[src/rtl/pwp_pkg.sv]
package pwp_pkg;

  // Register offsets within each controller
  localparam logic [11:0] OFF_CLEAR   = 12'h000;
  localparam logic [11:0] OFF_SET     = 12'h004;

  // Guard bit positions, first controller
  localparam int          A_EXT_IRQ   = 6;
  localparam int          A_RTC       = 5;
  localparam int          A_WATCHDOG  = 4;
  localparam int          A_GEN_CLOCK = 3;
  localparam int          A_SYS_CTRL  = 2;
  localparam int          A_POWER_MGR = 1;

  // Guard bit positions, second controller
  localparam int          B_IO_PORT   = 3;
  localparam int          B_NVM_CTRL  = 2;
  localparam int          B_DEBUG_SU  = 1;

  // Implemented bit masks and reset values
  localparam logic [31:0] A_MASK      = 32'h0000007E;
  localparam logic [31:0] B_MASK      = 32'h0000000E;
  localparam logic [31:0] A_RESET     = 32'h00000000;
  localparam logic [31:0] B_RESET     = 32'h00000002;

  // Bus handshake states
  typedef enum logic [1:0] {
    ST_IDLE = 2'b01,
    ST_RESP = 2'b10
  } pwp_state_e;

  // Peripheral bus request from the bridge
  typedef struct packed {
    logic        psel_a;
    logic        psel_b;
    logic        penable;
    logic        pwrite;
    logic [11:0] paddr;
    logic [31:0] pwdata;
    logic [3:0]  pstrb;
    logic        debug;
  } pwp_apb_req_s;

  // Write check request from a guarded peripheral
  typedef struct packed {
    logic       valid;
    logic       ctrl_b;
    logic [4:0] index;
    logic       debug;
  } pwp_check_s;

endpackage : pwp_pkg

[src/rtl/pwp_write_protect.sv]
`timescale 1ns/1ps
// How it works
// - Written zeros leave protection unchanged
// - Clear register ones remove protection
// - First controller set register, six guard bits
// - Second controller guards three peripherals
// - Second clear register resets to 0x2
// - Second set register shows same reset
// - Bit one blocks writes, zero allows
// - Set ones protect; both offsets read same
// - Protected peripheral writes discarded with error
// - Double protect or unprotect gives error, except on debugger accesses
// - Debugger accesses bypass write protection
module pwp_write_protect (
  // Clock and reset
  input  wire logic                  clk_sys_in,
  input  wire logic                  rstn_in,
  // Peripheral bus slave
  input  wire pwp_pkg::pwp_apb_req_s apb_in,
  output logic [31:0]                prdata_out,
  output logic                       pready_out,
  output logic                       pslverr_out,
  // Peripheral write check
  input  wire pwp_pkg::pwp_check_s   chk_in,
  output logic                       chk_grant_out,
  output logic                       chk_err_out,
  // Protection state
  output logic [6:0]                 prot_a_out,
  output logic [3:0]                 prot_b_out
);

  pwp_pkg::pwp_state_e st_q, st_d;
  logic [31:0]         prot_a_q, prot_a_d;
  logic [31:0]         prot_b_q, prot_b_d;
  logic [31:0]         rdata_q, rdata_d;
  logic                pready_q, pready_d;
  logic                perr_q, perr_d;
  logic                grant_q, grant_d;
  logic                cerr_q, cerr_d;
  logic                acc;
  logic                is_clr;
  logic                is_set;
  logic                mapped;
  logic                dbl;
  logic [31:0]         cur;
  logic [31:0]         mask;
  logic [31:0]         wone;
  logic [31:0]         nxt;
  logic [31:0]         cvec;

  // Byte strobes to bit mask
  function automatic logic [31:0] strb_mask(input logic [3:0] strb);
    logic [31:0] m;
    m = 32'h00000000;
    for (int i = 0; i < 4; i++) begin
      m[i*8 +: 8] = {8{strb[i]}};
    end
    return m;
  endfunction : strb_mask

  // Offset decode, one bit per register kind
  function automatic logic offset_is(input logic [11:0] addr, input logic [11:0] off);
    return addr == off;
  endfunction : offset_is

  // Access decode and register update
  always_comb begin
    acc    = (apb_in.psel_a | apb_in.psel_b) & apb_in.penable & (st_q == pwp_pkg::ST_IDLE);
    is_clr = offset_is(apb_in.paddr, pwp_pkg::OFF_CLEAR);
    is_set = offset_is(apb_in.paddr, pwp_pkg::OFF_SET);
    mapped = (is_clr | is_set) & (apb_in.psel_a ^ apb_in.psel_b);
    cur    = apb_in.psel_b ? prot_b_q : prot_a_q;
    mask   = apb_in.psel_b ? pwp_pkg::B_MASK : pwp_pkg::A_MASK;
    wone   = apb_in.pwdata & strb_mask(apb_in.pstrb) & mask;
    dbl    = ~apb_in.debug & ((is_set & (|(wone & cur)))
                            | (is_clr & (|(wone & ~cur))));
    nxt    = is_set ? (cur | wone) : (cur & ~wone);
    prot_a_d = prot_a_q;
    prot_b_d = prot_b_q;
    st_d     = pwp_pkg::ST_IDLE;
    rdata_d  = rdata_q;
    perr_d   = 1'b0;
    if (acc) begin
      st_d    = pwp_pkg::ST_RESP;
      rdata_d = (mapped & ~apb_in.pwrite) ? (cur & mask) : 32'h00000000;
      perr_d  = ~mapped | (apb_in.pwrite & dbl);
      if (apb_in.pwrite & mapped & ~dbl) begin
        if (apb_in.psel_b) begin
          prot_b_d = nxt;
        end else begin
          prot_a_d = nxt;
        end
      end
    end
    pready_d = (st_d == pwp_pkg::ST_RESP);
  end

  // Peripheral write check against guard bits
  always_comb begin
    cvec    = chk_in.ctrl_b ? prot_b_q : prot_a_q;
    cerr_d  = chk_in.valid & ~chk_in.debug & cvec[chk_in.index];
    grant_d = chk_in.valid & ~cerr_d;
  end

  // State registers
  always_ff @(posedge clk_sys_in or negedge rstn_in) begin
    if (!rstn_in) begin
      st_q     <= pwp_pkg::ST_IDLE;
      prot_a_q <= pwp_pkg::A_RESET;
      prot_b_q <= pwp_pkg::B_RESET;
      rdata_q  <= 32'h00000000;
      pready_q <= 1'b0;
      perr_q   <= 1'b0;
      grant_q  <= 1'b0;
      cerr_q   <= 1'b0;
    end else begin
      st_q     <= st_d;
      prot_a_q <= prot_a_d;
      prot_b_q <= prot_b_d;
      rdata_q  <= rdata_d;
      pready_q <= pready_d;
      perr_q   <= perr_d;
      grant_q  <= grant_d;
      cerr_q   <= cerr_d;
    end
  end

  // Outputs straight from flops
  assign prdata_out    = rdata_q;
  assign pready_out    = pready_q;
  assign pslverr_out   = perr_q;
  assign chk_grant_out = grant_q;
  assign chk_err_out   = cerr_q;
  assign prot_a_out    = prot_a_q[6:0];
  assign prot_b_out    = prot_b_q[3:0];

  // Helper flag for the first cycle after reset
  logic seen_q;
  always_ff @(posedge clk_sys_in or negedge rstn_in) begin
    if (!rstn_in) begin
      seen_q <= 1'b0;
    end else begin
      seen_q <= 1'b1;
    end
  end
endmodule : pwp_write_protect

[config.mk]
export PLATFORM = sky130hd
export DESIGN_NAME = pwp_write_protect
export DESIGN_NICKNAME = d
export VERILOG_FILES = /design/src/rtl/pwp_pkg.sv /design/src/rtl/pwp_write_protect.sv
export SDC_FILE = /design/constraint.sdc
export NUM_CORES = 1
export LEC_CHECK = 0
export CORE_MARGIN = 8
export CORE_UTILIZATION = 50
export DETAILED_ROUTE_END_ITERATION = 8
export DONT_BUFFER_PORTS = 1
export GPL_ROUTABILITY_DRIVEN = 0
export PLACE_DENSITY = 0.72
export SYNTH_ARGS = -nofsm -noshare
export SYNTH_HDL_FRONTEND = slang
export SYNTH_SLANG_ARGS = --single-unit
[constraint.sdc]
create_clock -name clk_sys_in -period 2 [get_ports clk_sys_in]
set_input_delay 0.2 -clock clk_sys_in [delete_from_list [all_inputs] [get_ports clk_sys_in]]
set_output_delay 0.2 -clock clk_sys_in [all_outputs]
set_load 0.005 [all_outputs]
* Word level (Yosys, flattened, before mapping)
Cells that the tools add are included. Widths: inputs -> output; s select.
Storage, ports and cells: register bits 102, input bits 63, logic and storage cells 60
Cells by class: $lt $le $gt $ge 1, equal/unequal tests 3, mux-type cells 9, bitwise logic cells 34, reduce and logical (&&, ||, !) cells 5
Operators by type and width (count):
- $and 32x32->32 | 4
- $mux 32 | 4
- $and 32x7->32 | 2
- $not 32->32 | 2
- $reduce_or 32->1 | 2
- $or 32x32->32 | 1
- $and 1x1->1 | 13
- $eq 12x3->1 const B | 1
- $logic_not 12->1 | 1
- $mux 7 | 1
- $not 1->1 | 7
- $lt 5x6->1 const B | 1
- $reduce_and 3->1 | 2
- $bmux 1 s5 | 1
- $or 1x1->1 | 4
- $eq 2x1->1 const B | 1
- $eq 2x2->1 const B | 1
- $mux 1 | 2
- $mux 2 | 1
- $xor 1x1->1 | 1

* Depth between registers and ports, before layout
depth after elaboration 10, mapped depth 9

* Least setup slack after synthesis
Ideal clock, no wire load.
path kind reg-to-reg, start point register prot_a_q[5], end point register prot_b_q[2], setup time 0.128 ns, data arrival time 1.921 ns, data required time 1.872 ns, slack -0.048 ns, stages on the path, launching flop included 7, buffers on the path 0, cells stage by stage dfrtp_1 a222oi_1 nor2_2 a311oi_4 a311oi_4 nor4_1 mux2_1
Between the ends: longest elaborated chain between the ends 10, elaborated cells on any way between the ends 13, those cells by class mux: 1; bitwise: 9; reduce/logical: 3
RTL lines:
- from (decl) | RTL line pwp_write_protect.sv:33 | logic [31:0] prot_a_q, prot_a_d;
- from (signal assigned) | RTL line pwp_write_protect.sv:109 | prot_a_q <= pwp_pkg::A_RESET;
- from (signal assigned) | RTL line pwp_write_protect.sv:118 | prot_a_q <= prot_a_d;
- $mux 32 (*) | RTL line pwp_write_protect.sv:72 | cur = apb_in.psel_b ? prot_b_q : prot_a_q;
- $not 32->32 | RTL line pwp_write_protect.sv:76 | | (is_clr & (|(wone & ~cur))));
- $and 32x32->32 | RTL line pwp_write_protect.sv:76
- $reduce_or 32->1 | RTL line pwp_write_protect.sv:76
- $and 1x1->1 | RTL line pwp_write_protect.sv:76
- $or 1x1->1 (*) | RTL line pwp_write_protect.sv:76
- $and 1x1->1 (*) | RTL line pwp_write_protect.sv:75 | dbl = ~apb_in.debug & ((is_set & (|(wone & cur)))
- $not 1->1 (*) | RTL line pwp_write_protect.sv:87 | if (apb_in.pwrite & mapped & ~dbl) begin
- $and 1x1->1 (*) | RTL line pwp_write_protect.sv:87
- $reduce_and 3->1 (no source line) (*)
- to (signal assigned) | RTL line pwp_write_protect.sv:110 | prot_b_q <= pwp_pkg::B_RESET;
- to (signal assigned) | RTL line pwp_write_protect.sv:119 | prot_b_q <= prot_b_d;
- to (decl) | RTL line pwp_write_protect.sv:34 | logic [31:0] prot_b_q, prot_b_d;
Every way passes the cells marked *; elsewhere a longest branch is shown, timed or not. A chain may end at the register's enable or synchronous reset.

* Worst setup path after layout
start point register prot_a_q[5], end point register prot_a_q[1]
Between the ends: longest elaborated chain between the ends 10, elaborated cells on any way between the ends 13, those cells by class mux: 1; bitwise: 9; reduce/logical: 3
RTL lines (RTL line):
- $mux 32 (*) | pwp_write_protect.sv:72
- $not 32->32 | pwp_write_protect.sv:76
- $and 32x32->32 | pwp_write_protect.sv:76
- $reduce_or 32->1 | pwp_write_protect.sv:76
- $and 1x1->1 | pwp_write_protect.sv:76
- $or 1x1->1 (*) | pwp_write_protect.sv:76
- $and 1x1->1 (*) | pwp_write_protect.sv:75
- $not 1->1 (*) | pwp_write_protect.sv:87
- $and 1x1->1 (*) | pwp_write_protect.sv:87
- $reduce_and 3->1 (no source line) (*)
Marked as above.

==> run metrics <==
Hold WC Path Type=primary input to register; core area=just under 7000 um2; CTS tree=done; sequential area share after synthesis=a little over half; via/cell ratio=about 5.2; Synth Instances=293; Synth top area share=51.9%; initial cell density of the core=between 50 and 60%; I/O pin count=between 100 and 150; max incr delay on CP=about 400 ps; clk_skew=around 7.4 ps; Worst Tran Pin Value=roughly 600 ps; post-route worst setup slack=-152 ps; final setup TNS=-1050 ps; Inserted Clock Buffers=9; Vert. Die Dim=99.9 um; highest metal used=met4; P&R area growth vs syn=7.85%; Clk Latency, worst-skew pair=340 ps; pwr/cell area=772 nW/um2; Final setup viols=9; most instantiated cells after synthesis=73 x dfrtp_1, 57 x clkbuf_1, 37 x buf_4; DRT met1 WL=2.77 mm; Diodes inserted=0; global-route wire length before repair=~10 mm; WL final=6.66 mm; CP required=2220 ps; critical path class=register to register; RSZ-0062 raised after global routing=yes; CP Max Fanout=6; most common cell in the synthesized netlist=dfrtp_1; pins over their slew limit=0; All-Layer GR Usage=13.6%; clock root buffer=clkbuf_8; CP delay by family, top=compound AO/OA/AOI/OAI gates; status=finished with violations; CP endpoint kind=register; crit path launch type=register; post-route core utilization=between 50 and 60%; number of global-route vias before repair=1969; htree depth=3; CTS sink count=75; area of the multi-input gates=~1300 um2; remaining global-route overflow=0; most used cell, CP=a311oi_4; CP arrival=between 2000 and 2500 ps; slowest CP cell=a222oi_1; Die Wd=roughly 100 um; Post-synth EDFFs=0; fillers=512; Yosys warning count=0; final worst path period share=108%; met3 wire length=about 640 um; number of remaining DRC errors=0; Max VDD drop=between 300 and 400 uV; Finished Layout Cells=356; DR WL met2=about 3.2 mm; worst path cell trace=a222oi_1 > nor2_2 > a311oi_4 > a311oi_4 > buf_4 > nor4_4 > mux2_1; CP bufs+invs=1; Mapped Area=3520 um2; Register Area=around 1900 um2; placed instance count=about 340; Routed Antenna Nets=0; initial antenna violation count=0; main area contributors after synthesis=dfrtp_1 52%, buf_4 7.9%, mux4_2 7.7%; f_max=~460 MHz; Synth area leader=dfrtp_1; Placement Rows=30; syn avg cell area=12.0 um2; hpwl dp=4.66 mm; Lkg Pwr=1.78 nW; asr flop ratio synth=100%; Period minus WS final=2150 ps; DRT iter0 DRCs=approximately 120; DP Worst Slack=-180 ps; Via Count=1845; Slew HR=about three fifths; Fin. Hold Viols=0; flops & latches, synth=between 70 and 80; layout cells sized above 1=32.3%; top_reg_cell synth=dfrtp_1; failing checks=negative setup slack; largest net degree at the start of global routing=76; Distinct cells, synth=44; post-DR wirelength/cell=approximately 19 um; MaxCap Viol Count=0; clk buf depth=2; total die area=9990 um2; clk slew on worst S/H paths=80 ps; PortBufs=0; first drt pass iteration count=4; nets=319
## metrics by stage
stage / hold slack, ps / area, um2 / total power, mW
3_5_place_dp: -93.9 / 3350 / 1.65
3_3_place_gp: -93.0 / 3350 / 1.65
5_1_grt: 43.9 / 3800 / 3.03
4_1_cts: 9.41 / 3740 / 2.94
2_1_floorplan: -95.6 / 3620 / 1.69
6_report: 19.2 / 3800 / 2.93
## cell families after synthesis
family | Yosys count | share of synthesized area [%]
buffers and inverters | 108 | 16.2
flip-flops | 75 | 53.4
AND/OR/NAND/NOR | 52 | 9.17
multiplexers | 33 | 14.3
AO/OA/AOI/OAI | 23 | 6.54
adder cells (fa/ha/maj) | 1 | 0.355
other | 1 | 0.106
## routing by layer
layer,vias up,global-route usage [%]
met5,-,0
met4,0,6.40
met3,10,6.02
met2,74,19.4
met1,924,17.1
li1,837,-
## placed cells by master, fill, tap and decap left out, types with 6 or more instances in the layout
cell	n
nor4_2	6
mux2i_1	9
nor2_1	6
conb_1	26
inv_1	8
buf_4	23
mux2_1	7
mux4_2	12
dfrtp_1	73
nand2_1	6
clkbuf_8	9
## what timing repair did
item	in CTS	in global routing
cloned	0	0
endpoints found under the setup margin	11	12
buffers inserted	2	0
pin swaps	7	8
hold buffers	3	0
resized for setup	18	10
hold endpoints to repair	77	0
## flip-flops by register name, summed over array words and instances, names as in the netlist
name / flops
st_q: 1
pready_out: 1
prot_a_q: 32
chk_grant_out: 1
prot_b_q: 32
prdata_out: 6
pslverr_out: 1
chk_err_out: 1
## area by class of cell
| type | count | share of cell area, % |
|---|---|---|
| sequential | 75 | 49.5 |
| timing repair buffer | 26 | 5.80 |
| clock buffer | 10 | 3.36 |
| multi-input combinational | 135 | 35.1 |
| tap | 96 | 3.16 |
| clock inverter | 6 | 2.34 |
| inverter | 8 | 0.791 |
## path summary, 6_finish.rpt
path	startpoint	end	slack [ps]	cells after the start
setup / recovery	prot_a_q[5]	prot_a_q[1]	-150	7
hold / removal	apb_in[49]	pslverr_out	20	2
setup reg to reg	prot_a_q[5]	prot_a_q[1]	-150	7
hold reg to reg	prot_b_q[13]	prot_b_q[13]	370	0
max in group asynchronous	rstn_in	prot_b_q[1]	1260	2
min in group asynchronous	rstn_in	prot_b_q[9]	430	2
## power by group
| part | switching [mW] | internal [mW] |
|---|---|---|
| clock network | 0.543 | 0.705 |
| registers | 0.00428 | 1.52 |
| logic | 0.0908 | 0.0637 |
| total | 0.638 | 2.29 |
Note: power is estimated with default switching activity, not from simulation.
